===== src/hw/rdr_pkg.sv =====
// Constants and types for the redriver lane control registers
package rdr_pkg;
    localparam logic [7:0] ADDR_CTRL = 8'h13;
    localparam logic [7:0] ADDR_RST = 8'h1B;
    localparam logic [7:0] ADDR_EQ2 = 8'h20;
    localparam logic [7:0] ADDR_EQ1 = 8'h21;
    localparam int SNOOP_OFF_BIT = 7;
    localparam int ROUTE_LSB = 4;
    localparam int LANE_LSB = 0;
    localparam int HOST_RST_LSB = 4;
    localparam int LINK_RST_LSB = 0;
    localparam int TX_LSB = 4;
    localparam int RX_LSB = 0;
    localparam logic [7:0] CTRL_RST = 8'h00;
    // Bit 6 is reserved and reads zero
    localparam logic [7:0] CTRL_MASK = 8'hBF;
    localparam logic [7:0] RST_FLD_RST = 8'h00;
    localparam logic [7:0] EQ_RST = 8'h00;
    localparam logic [7:0] RDATA_NONE = 8'h00;
    localparam logic [4:0] LCOUNT_RST = 5'h00;
    localparam logic [1:0] PSTATE_RST = 2'h0;
    localparam logic [1:0] PSTATE_DOWN = 2'h2;
    localparam logic LANE_EN_RST = 1'b0;
    // Bus address value is arbitrary
    localparam logic [6:0] I2C_DEV_ADDR = 7'h2A;
    // Strap pair to code: 00->0, 01->4, 10->8, 11->B
    localparam logic [15:0] STRAP_EQ_MAP = 16'hB840;
    localparam logic [3:0] BIT_CNT_BYTE = 4'h8;
    localparam logic [3:0] BIT_CNT_LAST = 4'h7;
    typedef enum logic [1:0] {
        ROUTE_PINS = 2'h0,
        ROUTE_STRAIGHT = 2'h1,
        ROUTE_CROSS = 2'h2,
        ROUTE_OPEN = 2'h3
    } rdr_route_t;
    typedef enum logic [4:0] {
        I2C_IDLE = 5'h01,
        I2C_RECV = 5'h02,
        I2C_ACK = 5'h04,
        I2C_SEND = 5'h08,
        I2C_MACK = 5'h10
    } rdr_i2c_state_t;
    typedef enum logic [2:0] {
        PH_ADDR = 3'h1,
        PH_PTR = 3'h2,
        PH_DATA = 3'h4
    } rdr_phase_t;
endpackage


===== src/hw/rdr_rbus_if.sv =====
// Byte register access carrier between serial front end and registers
`timescale 1ns/10ps
interface rdr_rbus_if;
    logic [7:0] addr;
    logic [7:0] wdata;
    logic [7:0] rdata;
    logic wr;
    modport ctrl (output addr, output wdata, output wr, input rdata);
    modport regs (input addr, input wdata, input wr, output rdata);
endinterface


===== src/hw/rdr_i2c_slave.sv =====
// Serial management slave with byte pointer and auto increment
`timescale 1ns/10ps
module rdr_i2c_slave (
    input wire logic clk_sys,
    input wire logic resetn,
    input wire logic scl,
    input wire logic sda_in,
    output logic sda_out,
    output logic sda_oe,
    rdr_rbus_if.ctrl rbus
);
    import rdr_pkg::*;
    rdr_i2c_state_t state_r, state_nxt;
    rdr_phase_t phase_r, phase_nxt;
    logic scl_q_r, sda_q_r;
    logic [7:0] shift_r, shift_nxt;
    logic [3:0] cnt_r, cnt_nxt;
    logic [7:0] ptr_r, ptr_nxt;
    logic rw_r, rw_nxt;
    logic oe_r, oe_nxt;
    logic wr_r, wr_nxt;
    logic scl_rise, scl_fall, start_c, stop_c, addr_hit;
    assign scl_rise = scl & ~scl_q_r;
    assign scl_fall = ~scl & scl_q_r;
    assign start_c = scl & scl_q_r & sda_q_r & ~sda_in;
    assign stop_c = scl & scl_q_r & ~sda_q_r & sda_in;
    assign addr_hit = (shift_r[7:1] == I2C_DEV_ADDR);
    always_comb begin
        state_nxt = state_r;
        phase_nxt = phase_r;
        shift_nxt = shift_r;
        cnt_nxt = cnt_r;
        ptr_nxt = ptr_r;
        rw_nxt = rw_r;
        oe_nxt = oe_r;
        wr_nxt = 1'b0;
        if (start_c) begin
            state_nxt = I2C_RECV;
            phase_nxt = PH_ADDR;
            cnt_nxt = 4'h0;
            oe_nxt = 1'b0;
        end else if (stop_c) begin
            state_nxt = I2C_IDLE;
            oe_nxt = 1'b0;
        end else begin
            unique case (state_r)
                I2C_IDLE: begin
                    cnt_nxt = 4'h0;
                end
                I2C_RECV: begin
                    if (scl_rise && cnt_r != BIT_CNT_BYTE) begin
                        shift_nxt = {shift_r[6:0], sda_in};
                        cnt_nxt = cnt_r + 4'h1;
                    end
                    if (scl_fall && cnt_r == BIT_CNT_BYTE) begin
                        cnt_nxt = 4'h0;
                        state_nxt = I2C_ACK;
                        oe_nxt = 1'b1;
                        unique case (phase_r)
                            PH_ADDR: begin
                                rw_nxt = shift_r[0];
                                if (!addr_hit) begin
                                    state_nxt = I2C_IDLE;
                                    oe_nxt = 1'b0;
                                end
                            end
                            PH_PTR: ptr_nxt = shift_r;
                            PH_DATA: wr_nxt = 1'b1;
                        endcase
                    end
                end
                I2C_ACK: begin
                    if (scl_fall) begin
                        oe_nxt = 1'b0;
                        if (phase_r == PH_ADDR && rw_r) begin
                            state_nxt = I2C_SEND;
                            shift_nxt = rbus.rdata;
                            oe_nxt = ~rbus.rdata[7];
                        end else begin
                            state_nxt = I2C_RECV;
                            if (phase_r == PH_DATA) begin
                                ptr_nxt = ptr_r + 8'h01;
                            end
                            phase_nxt = (phase_r == PH_ADDR) ? PH_PTR
                                : PH_DATA;
                        end
                    end
                end
                I2C_SEND: begin
                    if (scl_fall) begin
                        cnt_nxt = cnt_r + 4'h1;
                        shift_nxt = {shift_r[6:0], 1'b0};
                        oe_nxt = ~shift_r[6];
                        if (cnt_r == BIT_CNT_LAST) begin
                            state_nxt = I2C_MACK;
                            oe_nxt = 1'b0;
                            cnt_nxt = 4'h0;
                            ptr_nxt = ptr_r + 8'h01;
                        end
                    end
                end
                I2C_MACK: begin
                    if (scl_rise && sda_in) begin
                        state_nxt = I2C_IDLE;
                    end else if (scl_fall) begin
                        state_nxt = I2C_SEND;
                        shift_nxt = rbus.rdata;
                        oe_nxt = ~rbus.rdata[7];
                    end
                end
            endcase
        end
    end
    always_ff @(posedge clk_sys) begin
        if (!resetn) begin
            state_r <= I2C_IDLE;
            phase_r <= PH_ADDR;
            scl_q_r <= 1'b1;
            sda_q_r <= 1'b1;
            shift_r <= 8'h00;
            cnt_r <= 4'h0;
            ptr_r <= 8'h00;
            rw_r <= 1'b0;
            oe_r <= 1'b0;
            wr_r <= 1'b0;
        end else begin
            state_r <= state_nxt;
            phase_r <= phase_nxt;
            scl_q_r <= scl;
            sda_q_r <= sda_in;
            shift_r <= shift_nxt;
            cnt_r <= cnt_nxt;
            ptr_r <= ptr_nxt;
            rw_r <= rw_nxt;
            oe_r <= oe_nxt;
            wr_r <= wr_nxt;
        end
    end
    // Open drain: only ever pulls low
    assign sda_out = 1'b0;
    assign sda_oe = oe_r;
    assign rbus.addr = ptr_r;
    assign rbus.wdata = shift_r;
    assign rbus.wr = wr_r;
endmodule


===== src/hw/rdr_lane_ctrl.sv =====
// Redriver lane, sideband and equalization control registers
//
// Contract
// - Snoop-off bit clear means link traffic monitored
// - Route 00 follows mode and orientation selects
// - Route 01 straight, 10 crossed, 11 open
// - Nonzero route ignores mode and orientation
// - Lane-off bits act only with snoop off
// - Lane-off 0 enables lane, 1 disables
// - Nonzero host restore resets all registers; with takeover low the eq fields keep the strap code
// - Nonzero link restore resets link config set
// - Pair-2 transmit equalization code, reset zero
// - Pair-2 receive equalization code, reset zero
// - Takeover low: fields follow straps, writes ignored
// - Takeover high: written codes drive the pins
// - Snoop on: lanes follow snooped lane count
// - Snoop on: lanes follow snooped power state
`timescale 1ns/10ps
module rdr_lane_ctrl (
    input wire logic clk_sys,
    input wire logic resetn,
    input wire logic scl,
    input wire logic sda_in,
    output logic sda_out,
    output logic sda_oe,
    input wire logic eq_software_takeover,
    input wire logic [1:0] downstream_eq_straps,
    input wire logic mode_select_high,
    input wire logic orientation_select,
    input wire logic snoop_lc_wr,
    input wire logic snoop_ps_wr,
    input wire logic [7:0] snoop_data,
    output logic aux_snoop_en,
    output logic sbu_straight,
    output logic sbu_crossed,
    output logic [3:0] display_lane_en,
    output logic [3:0] dfp_tx_pair2_eq_code,
    output logic [3:0] dfp_rx_pair2_eq_code,
    output logic [3:0] dfp_tx_pair1_eq_code,
    output logic [3:0] dfp_rx_pair1_eq_code
);
    import rdr_pkg::*;

    rdr_rbus_if rbus ();

    rdr_i2c_slave u_i2c (
        .clk_sys(clk_sys),
        .resetn(resetn),
        .scl(scl),
        .sda_in(sda_in),
        .sda_out(sda_out),
        .sda_oe(sda_oe),
        .rbus(rbus.ctrl)
    );

    logic [7:0] ctrl_r, ctrl_nxt;
    logic [7:0] rst_fld_r, rst_fld_nxt;
    logic [7:0] eq2_r, eq2_nxt;
    logic [7:0] eq1_r, eq1_nxt;
    logic [4:0] lcount_r, lcount_nxt;
    logic [1:0] pstate_r, pstate_nxt;
    logic [3:0] strap_code_r;
    logic strap_done_r;
    logic msh_q_r;
    logic snoop_en_r;
    logic straight_r, straight_nxt;
    logic crossed_r, crossed_nxt;

    logic wr_ctrl, wr_rst, wr_eq2, wr_eq1;
    logic host_rst, link_rst, msh_fall, link_clr;
    logic snoop_off_w;
    logic [3:0] lane_off_w;
    logic display_lane0_off, display_lane1_off;
    logic display_lane2_off, display_lane3_off;
    logic [3:0] strap_eq_w;
    logic [7:0] strap_pair_w;
    logic [1:0] sideband_route_force;
    rdr_route_t route_w;
    logic pins_conn_w;

    // Register decode
    assign wr_ctrl = rbus.wr && (rbus.addr == ADDR_CTRL);
    assign wr_rst = rbus.wr && (rbus.addr == ADDR_RST);
    assign wr_eq2 = rbus.wr && (rbus.addr == ADDR_EQ2);
    assign wr_eq1 = rbus.wr && (rbus.addr == ADDR_EQ1);

    // Restore strobes come from the one-cycle field copy
    assign host_rst = |rst_fld_r[HOST_RST_LSB +: 4];
    assign link_rst = |rst_fld_r[LINK_RST_LSB +: 4];
    assign msh_fall = msh_q_r & ~mode_select_high;
    assign link_clr = host_rst | link_rst | msh_fall;

    // Control fields
    assign snoop_off_w = ctrl_r[SNOOP_OFF_BIT];
    assign display_lane0_off = ctrl_r[LANE_LSB];
    assign display_lane1_off = ctrl_r[LANE_LSB + 1];
    assign display_lane2_off = ctrl_r[LANE_LSB + 2];
    assign display_lane3_off = ctrl_r[LANE_LSB + 3];
    assign lane_off_w = {display_lane3_off, display_lane2_off,
        display_lane1_off, display_lane0_off};
    assign sideband_route_force = ctrl_r[ROUTE_LSB +: 2];
    assign route_w = rdr_route_t'(sideband_route_force);

    // Strap lookup, both fields of a pair share one code
    assign strap_eq_w = STRAP_EQ_MAP[{downstream_eq_straps, 2'b00} +: 4];
    assign strap_pair_w = {strap_code_r, strap_code_r};

    // Write side
    assign ctrl_nxt = host_rst ? CTRL_RST
        : wr_ctrl ? (rbus.wdata & CTRL_MASK) : ctrl_r;
    // Field holds the written value for one cycle only
    assign rst_fld_nxt = wr_rst ? rbus.wdata : RST_FLD_RST;
    // Straps own the fields until software takes over
    assign eq2_nxt = !eq_software_takeover ? strap_pair_w
        : host_rst ? EQ_RST
        : wr_eq2 ? rbus.wdata : eq2_r;
    assign eq1_nxt = !eq_software_takeover ? strap_pair_w
        : host_rst ? EQ_RST
        : wr_eq1 ? rbus.wdata : eq1_r;

    // A snoop write in the clear cycle wins so it is not lost
    assign lcount_nxt = snoop_lc_wr ? snoop_data[4:0]
        : link_clr ? LCOUNT_RST : lcount_r;
    assign pstate_nxt = snoop_ps_wr ? snoop_data[1:0]
        : link_clr ? PSTATE_RST : pstate_r;

    // Sideband routing
    assign pins_conn_w = (route_w == ROUTE_PINS) && mode_select_high;
    assign straight_nxt = (route_w == ROUTE_STRAIGHT)
        || (pins_conn_w && !orientation_select);
    assign crossed_nxt = (route_w == ROUTE_CROSS)
        || (pins_conn_w && orientation_select);

    // Read side, unmapped offsets read zero
    assign rbus.rdata = (rbus.addr == ADDR_CTRL) ? ctrl_r
        : (rbus.addr == ADDR_RST) ? rst_fld_r
        : (rbus.addr == ADDR_EQ2) ? eq2_r
        : (rbus.addr == ADDR_EQ1) ? eq1_r : RDATA_NONE;

    always_ff @(posedge clk_sys) begin
        if (!resetn) begin
            ctrl_r <= CTRL_RST;
            rst_fld_r <= RST_FLD_RST;
            eq2_r <= EQ_RST;
            eq1_r <= EQ_RST;
            lcount_r <= LCOUNT_RST;
            pstate_r <= PSTATE_RST;
        end else begin
            ctrl_r <= ctrl_nxt;
            rst_fld_r <= rst_fld_nxt;
            eq2_r <= eq2_nxt;
            eq1_r <= eq1_nxt;
            lcount_r <= lcount_nxt;
            pstate_r <= pstate_nxt;
        end
    end

    // Straps caught once, on the first edge after release
    always_ff @(posedge clk_sys) begin
        if (!resetn) begin
            strap_done_r <= 1'b0;
            strap_code_r <= 4'h0;
        end else if (!strap_done_r) begin
            strap_done_r <= 1'b1;
            strap_code_r <= strap_eq_w;
        end
    end

    always_ff @(posedge clk_sys) begin
        if (!resetn) begin
            msh_q_r <= 1'b0;
            snoop_en_r <= 1'b1;
            straight_r <= 1'b0;
            crossed_r <= 1'b0;
        end else begin
            msh_q_r <= mode_select_high;
            snoop_en_r <= ~snoop_off_w;
            straight_r <= straight_nxt;
            crossed_r <= crossed_nxt;
        end
    end

    // One gate per display lane
    for (genvar i = 0; i < 4; i++) begin : g_lane
        rdr_lane_gate #(
            .LANE(i)
        ) u_gate (
            .clk_sys(clk_sys),
            .resetn(resetn),
            .snoop_off(snoop_off_w),
            .lane_off(lane_off_w[i]),
            .lane_count(lcount_r),
            .power_state(pstate_r),
            .lane_en(display_lane_en[i])
        );
    end

    assign aux_snoop_en = snoop_en_r;
    assign sbu_straight = straight_r;
    assign sbu_crossed = crossed_r;
    assign dfp_tx_pair2_eq_code = eq2_r[TX_LSB +: 4];
    assign dfp_rx_pair2_eq_code = eq2_r[RX_LSB +: 4];
    assign dfp_tx_pair1_eq_code = eq1_r[TX_LSB +: 4];
    assign dfp_rx_pair1_eq_code = eq1_r[RX_LSB +: 4];
endmodule


===== src/hw/rdr_lane_gate.sv =====
// One display lane enable, manual or snoop driven
`timescale 1ns/10ps
module rdr_lane_gate #(
    parameter int LANE = 0
) (
    input wire logic clk_sys,
    input wire logic resetn,
    input wire logic snoop_off,
    input wire logic lane_off,
    input wire logic [4:0] lane_count,
    input wire logic [1:0] power_state,
    output logic lane_en
);
    import rdr_pkg::*;
    localparam logic [4:0] LANE_IDX = 5'(LANE);
    logic lane_en_r;
    logic lane_en_nxt;
    logic snoop_en_w;
    // Lanes below the snooped count stay on unless powered down
    assign snoop_en_w = (lane_count > LANE_IDX)
        && (power_state != PSTATE_DOWN);
    // Manual bit only counts with snoop stopped
    assign lane_en_nxt = snoop_off ? ~lane_off : snoop_en_w;
    always_ff @(posedge clk_sys) begin
        if (!resetn) begin
            lane_en_r <= LANE_EN_RST;
        end else begin
            lane_en_r <= lane_en_nxt;
        end
    end
    assign lane_en = lane_en_r;
endmodule


===== config.mk =====
export PLATFORM = sky130hd
export DESIGN_NAME = rdr_lane_ctrl
export DESIGN_NICKNAME = d
export VERILOG_FILES = /design/src/hw/rdr_pkg.sv /design/src/hw/rdr_rbus_if.sv /design/src/hw/rdr_i2c_slave.sv /design/src/hw/rdr_lane_ctrl.sv /design/src/hw/rdr_lane_gate.sv
export SDC_FILE = /design/constraint.sdc
export NUM_CORES = 1
export LEC_CHECK = 0
export ABC_AREA = 1
export BUFFER_PORTS_ARGS = -buffer_cell sky130_fd_sc_hd__buf_4
export CAP_MARGIN = 10
export CORE_MARGIN = 4
export CORE_UTILIZATION = 35
export CTS_CLUSTER_DIAMETER = 200
export CTS_CLUSTER_SIZE = 30
export DETAILED_ROUTE_END_ITERATION = 8
export PLACE_DENSITY_LB_ADDON = 0.3
export SYNTH_ARGS = -nofsm -noshare
export SYNTH_HDL_FRONTEND = slang
export SYNTH_HIERARCHICAL = 1
export SYNTH_SLANG_ARGS = --single-unit
export TNS_END_PERCENT = 100

===== constraint.sdc =====
create_clock -name clk_sys -period 2.25 [get_ports clk_sys]
set_input_delay 0.45 -clock clk_sys [delete_from_list [all_inputs] [get_ports clk_sys]]
set_output_delay 0.45 -clock clk_sys [all_outputs]
set_load 0.1 [all_outputs]

# Yosys cells after proc, flatten, opt, wreduce, memory -nomap -nowiden
# Index checks and enable logic that the tools add are counted.
# W data, S select, Z words.
[totals]
register_bits = 84
wordCells = 204
[op_classes]
n_reduce_logical = 40
n_bitwise = 28
n_shift = 1
order_cmp = 4
eq_ne = 39
muxes = 63
addsub = 2
[ops]
columns = ["cell", "count"]
rows = [
  ["$mux W8", 23],
  ["$mux W5", 9],
  ["$pmux W8 S4", 1],
  ["$pmux W8 S3", 1],
  ["$mux W4", 5],
  ["$pmux W5 S4", 1],
  ["$not A1 Y1", 18],
  ["$reduce_and A6 Y1", 3],
  ["$eq A8 B5 Y1 const B", 2],
  ["$eq A8 B6 Y1 const B", 2],
  ["$ne A2 B1 Y1 const B", 8],
  ["$ne A4 B1 Y1 const B", 4],
  ["$shiftx A16 B5 Y4 const A", 1],
  ["$logic_and A1 B1 Y1", 15],
  ["$mux W1", 15],
  ["$ne A3 B1 Y1 const B", 4],
  ["$pmux W4 S3", 1],
  ["$gt A5 B1 Y1 const B", 2],
  ["$gt A5 B2 Y1 const B", 2],
  ["$reduce_and A10 Y1", 1],
  ["$reduce_or A5 Y1", 2],
  ["$reduce_and A9 Y1", 1],
  ["$add A8 B1 Y8 const B", 1],
  ["$and A1 B1 Y1", 8],
  ["other kinds (34)", 47],
]

# Longest topological paths before layout
[depth]
ltp_word = 9
depth_mapped = 13
ltp_nobuf = 13

# Hierarchy
# The synthesis kept the hierarchy.
[modules_own_cells]
columns = ["mod", "cells_each", "seq_area_each_um2", "area_each_um2", "instances"]
rows = [
  ["rdr_lane_ctrl", 338, 920.9, 2381.0, 1],
  ["rdr_i2c_slave", 353, 660.6, 2155.8, 1],
  ["rdr_lane_gate (g_lane[1].u_gate ...)", 11, 20.0, 62.6, 2],
  ["rdr_lane_gate (g_lane[2].u_gate)", 12, 20.0, 72.6, 1],
  ["rdr_lane_gate (g_lane[0].u_gate)", 12, 20.0, 67.6, 1],
]

# Least setup slack after synthesis
# Ideal clock, no wire load.
[synth_timing]
kind = "register -> register"
from = "register eq2_r[7]"
to = "register u_i2c.oe_r, in the netlist u_i2c/sda_oe"
setup_slack_ns = 0.552
arrival_time_ns = 1.580
required_time_ns = 2.132
path_stages_with_launch = 9
cell_sequence = "dfxtp_1 -> nand3_1 -> nand4_1 -> inv_1 -> nand2_1 -> nand2_1 -> nor2_1 -> and2_1 -> nor2_1"
[synth_via]
elab_chain_len = 7
word_cells_on_any_way = 9
classes_between = "mux (8); bitwise (1)"
[synth_rtl]
columns = ["element", "line", "source"]
rows = [
  ["start, declared", "rdr_lane_ctrl.sv:58", "logic [7:0] eq2_r, eq2_nxt;"],
  ["start signal, assigned", "rdr_lane_ctrl.sv:151", "eq2_r <= eq2_nxt;"],
  ["$mux W8 *", "rdr_lane_ctrl.sv:137", ": (rbus.addr == ADDR_EQ2) ? eq2_r"],
  ["$mux W8 *", "rdr_lane_ctrl.sv:136", ": (rbus.addr == ADDR_RST) ? rst_fld_r"],
  ["$mux W8 *", "rdr_lane_ctrl.sv:135", "assign rbus.rdata = (rbus.addr == ADDR_CTRL) ? ctrl_r"],
  ["via rbus.rdata[7]", "rdr_rbus_if.sv:6", "logic [7:0] rdata;"],
  ["$not A1 Y1 *", "rdr_i2c_slave.sv:78, rdr_i2c_slave.sv:108", ""],
  ["$mux W1, on equally long branches", "rdr_i2c_slave.sv:105, rdr_i2c_slave.sv:75", ""],
  ["$mux W1, on equally long branches", "rdr_i2c_slave.sv:103, rdr_i2c_slave.sv:73", ""],
  ["$pmux W1 S4 *", "rdr_i2c_slave.sv:46", "unique case (state_r)"],
  ["end signal, assigned", "rdr_i2c_slave.sv:135", "oe_r <= oe_nxt;"],
  ["end, declared", "rdr_i2c_slave.sv:20", "logic oe_r, oe_nxt;"],
]
# Mark *: on every way through the listed nets, which the timed path passes. The rest lies on a longest branch. The select of a mux whose other input is x is not followed.
# A chain may end at the register's enable or synchronous reset.

# Worst setup path in the final report
[layout_timing]
from = "register u_i2c.state_r[1]"
to = "register u_i2c.shift_r[0], in the netlist u_i2c/rbus.wdata[0]"
[layout_via]
elab_chain_len = 3
word_cells_on_any_way = 13
classes_between = "eq/ne (10); mux (1); reduce/logical (2)"
[layout_rtl]
columns = ["element", "line", "source"]
rows = [
  ["start, declared", "rdr_i2c_slave.sv:13", "rdr_i2c_state_t state_r, state_nxt;"],
  ["start signal, assigned", "rdr_i2c_slave.sv:127", "state_r <= state_nxt;"],
  ["$eq A5 B3 Y1, or another cell as far along", "rdr_i2c_slave.sv:46", ""],
  ["$ne A2 B1 Y1 (no line), or another cell as far along", "--", ""],
  ["$reduce_and A9 Y1 (no line)", "--", ""],
  ["end signal, assigned", "rdr_i2c_slave.sv:131", "shift_r <= shift_nxt;"],
  ["end, declared", "rdr_i2c_slave.sv:16", "logic [7:0] shift_r, shift_nxt;"],
]
# Parallel ways exist; a longest one is shown, timed or not.

==> run_results.csv <==
group,metric,value,unit
run_status,outcome,"finished, final reports clean",
pwr,power_leakage,2.44,nW
critical_path,r2r-start,"u_i2c/state_r[1]",
sta,rsz0062_at_grt,"no",
critical_path,r2r-end,"u_i2c/rbus.wdata[0]",
clocking,postCtsSetupBuffers,0,
global_routing,antenna_found_initial,0,
worst_hold_path,holdPathStages,3,
critical_path,cp-start-kind,"register",
sta,slew_violations,0,
critical_path,critPathTopFamily,"simple AND/OR/NAND/NOR gates",
layout,stdcell_count,957,
routing,post_drt_via_cell_ratio,4.80,
critical_path,required,2.48,ns
logic_synthesis,ys_top_cells_by_area,"dfxtp_1 (35%), nand2_1 (13%), inv_1 (9.0%), nor2_1 (8.8%), nand3_1 (8.3%)",
routing,wl,12200,microns
critical_path,arrival,2.01,ns
logic_synthesis,ys.flop_type,"dfxtp_1",
layout,n_antenna_cell,0,
clocking,clk_pin_slew_worst_paths,0.06,ns
critical_path,path_max_fanout,17,
routing,routed-via-count,4593,
sta,tightest_slew,0.513,ns
layout,final_util,41.5,%
sta,slew_headroom,65.8,%
flow_run,maxCapViolations,0,
floorplan,die_w,125,microns
clocking,ctsHoldBuffers,0,
logic_synthesis,synth-seq-area-share,34.6,%
layout,syn_to_final_growth,15.3,%
clocking,h-tree-depth,3,
floorplan,initial_utilization,36.0,%
global_routing,grt.overflow.total,0,
global_routing,grt_usage,15.9,%
routing,wl_per_cell,12.7,microns
floorplan,core-area,13300,sq um
sta,min_period_over_period,79.0,%
layout,final_nets,799,
worst_hold_path,hold_path.class,"in -> reg",
routing,drt_iter0_markers,339,
critical_path,slowest_delay,0.39,ns
worst_hold_path,worstHoldEndpoint,"msh_q_r",
global_routing,grt_pass1_vias,4049,
logic_synthesis,postSynth.asyncResetShare,0,%
floorplan,row_count,42,
logic_synthesis,synth_top_area_share,34.6,%
logic_synthesis,synthesis.area,4800,sq um
sta,clock.fmax,562,MHz
sta,skew,0.00860,ns
clocking,cts_made_buffers,9,
clocking,clockRootBuffer,"clkbuf_16",
floorplan,die_y,125,microns
critical_path,path_cells,"nor2_4 > nand3_2 > nand2_4 > nand2_2 > nand2_4 > nand2_4 > inv_2 > nand3_1 > nand2_1 > nor2_1",
logic_synthesis,syn_avg_cell_area,6.52,sq um
pwr,powerDensity,643,nW/um^2
layout,drive_above_1_share,14.3,%
critical_path,crit_type,"reg -> reg",
floorplan,io_pins,44,
routing,firstDrtPassIters,6,
floorplan,die_area,15700,sq um
sta,tns,0,ns
critical_path,slowest_stage,"dfxtp_1",
logic_synthesis,ys_types,39,
critical_path,cp_num_buf_inv,1,
sta,finalCriticalPeriod,1.78,ns
logic_synthesis,yosysTopAreaCell,"dfxtp_1",
global_routing,grt_max_degree,45,
logic_synthesis,yosys-top-cells-count,"nand2_1 (161), inv_1 (115), nor2_1 (113), dfxtp_1 (83), nand3_1 (80)",
pwr,vdd_drop_max,0.420,mV
clocking,cts.repair.resized,0,
place,gp_congestion,0.853,
logic_synthesis,synth_edf_count,0,
logic_synthesis,synthCells,737,
critical_path,cp-end-kind,"register",
logic_synthesis,yosysWarnings,6,
critical_path,ff2ff_setup_slack,0.47,ns
sta,finalHoldViolCount,0,
sta,setup_viol,0,
routing,drc,0,
place,port_buffers,39,
place,dp_cells,942,
layout,multiInputGateArea,2570,sq um
critical_path,cp_common_cell,"nand2_4",
clocking,clockBufferDepth,2,
logic_synthesis,synth_fp_nets,759,
routing,antenna_left,0,
layout,fillCellCount,1445,
logic_synthesis,yosys_register_bits,83,
layout,regArea,1660,sq um
global_routing,grt_first_pass_wirelength,20400,microns
clocking,clock_sinks,83,
logic_synthesis,yosysMostFrequentCell,"nand2_1",
sta,hold_slack,0.315,ns
critical_path,r2r_cells,10,
clocking,cts_tree,"done",
worst_hold_path,min_from,"mode_select_high",
clocking,clk_latency,0.34,ns
place,dp_hpwl,9000,microns
-- cells by family (layout without fill, tap and decap cells) --
| kind of cell | Yosys count | after routing | synth area share, % |
|---|---|---|---|
| and+or+nand+nor | 429 | 429 | 43.3 |
| buffers and inverters | 139 | 183 | 11.9 |
| DFF | 83 | 83 | 34.6 |
| AOI/OAI and AO/OA | 78 | 78 | 8.65 |
| xor gates and xnor gates | 4 | 4 | 0.730 |
| adders and majority gates | 3 | 3 | 0.782 |
| other | 1 | 1 | 0.0781 |
-- worst min-delay path: cells and delay by family --
family | cells | cell delay [ns]
simple gates | 1 | 0.04
buf+inv | 2 | 0.14
-- worst max path at each step --
stage / from / end / slack [ns] / cells past startpoint
5_1_grt: u_i2c/rbus.addr[6] / u_i2c/rbus.wdata[6] / 0.21 / 12
4_1_cts: u_i2c/rbus.addr[6] / u_i2c/rbus.wdata[6] / 0.46 / 12
3_5_place_dp: scl / u_i2c/rbus.addr[2] / 0.41 / 11
2_1_floorplan: eq2_r[7] / u_i2c/sda_oe / 0.55 / 8
3_3_place_gp: scl / u_i2c/rbus.addr[2] / 0.42 / 11
6_report: u_i2c/state_r[1] / u_i2c/rbus.wdata[0] / 0.47 / 10
-- cell type report --
class | count | area share, %
clock buffer | 10 | 4.13
tap | 176 | 3.98
inverter | 123 | 8.36
multi-input combinational | 515 | 46.4
sequential | 83 | 30.0
timing repair buffer | 45 | 6.10
clock inverter | 5 | 0.994
-- flip-flops by register name, indices dropped and copies added (netlist names), 2 cells and up --
signal	flops
eq2_r	8
eq1_r	8
u_i2c/phase_r	3
ctrl_r	7
u_i2c/rbus.wdata	8
pstate_r	2
rst_fld_r	8
u_i2c/state_r	5
strap_code_r	3
g_lane.u_gate/lane_en	4
lcount_r	5
u_i2c/rbus.addr	8
u_i2c/cnt_r	4
-- report_power, final --
part | leakage (nW) | switching [mW] | internal (mW) | total, mW
Combinational | 1.63 | 0.391 | 0.149 | 0.541
Clock | 0.134 | 0.596 | 0.850 | 1.45
Sequential | 0.677 | 0.0550 | 1.52 | 1.58
Total | 2.44 | 1.04 | 2.52 | 3.56
-- per-stage QoR --
| stage | worst slack (ns) | power, mW | area (sq um) |
|---|---|---|---|
| floorplan | 0.552 | 2.02 | 4800 |
| global placement | 0.421 | 2.15 | 5250 |
| detailed placement | 0.413 | 2.15 | 5250 |
| CTS | 0.462 | 3.61 | 5540 |
| global route | 0.211 | 3.73 | 5540 |
| finish | 0.472 | 3.56 | 5540 |
-- per-layer routing --
layer | GRT usage, % | up-vias | wire length (microns)
li1 | - | 2413 | -
met1 | 22.8 | 2063 | 6030
met4 | 5.17 | 0 | 167
met5 | 0 | - | 0
met2 | 23.7 | 105 | 5310
met3 | 3.37 | 12 | 645
-- cell usage in the layout, fill, tap and decap left out, types with 5 or more instances in the layout --
cell / Yosys / final
nor3_1: 5 / 5
inv_1: 115 / 115
a21oi_2: 5 / 5
inv_2: 6 / 6
o21ai_0: 28 / 28
dfxtp_1: 83 / 83
nand3_1: 80 / 80
nor2_1: 113 / 113
buf_4: 7 / 45
nor2_2: 5 / 5
nand4_1: 25 / 25
nand3_2: 8 / 8
nand2_2: 8 / 8
nand2_1: 161 / 161
clkbuf_16: 0 / 9
nor2_4: 5 / 5
a21oi_1: 40 / 40
Note: power is estimated with default switching activity, not from simulation.
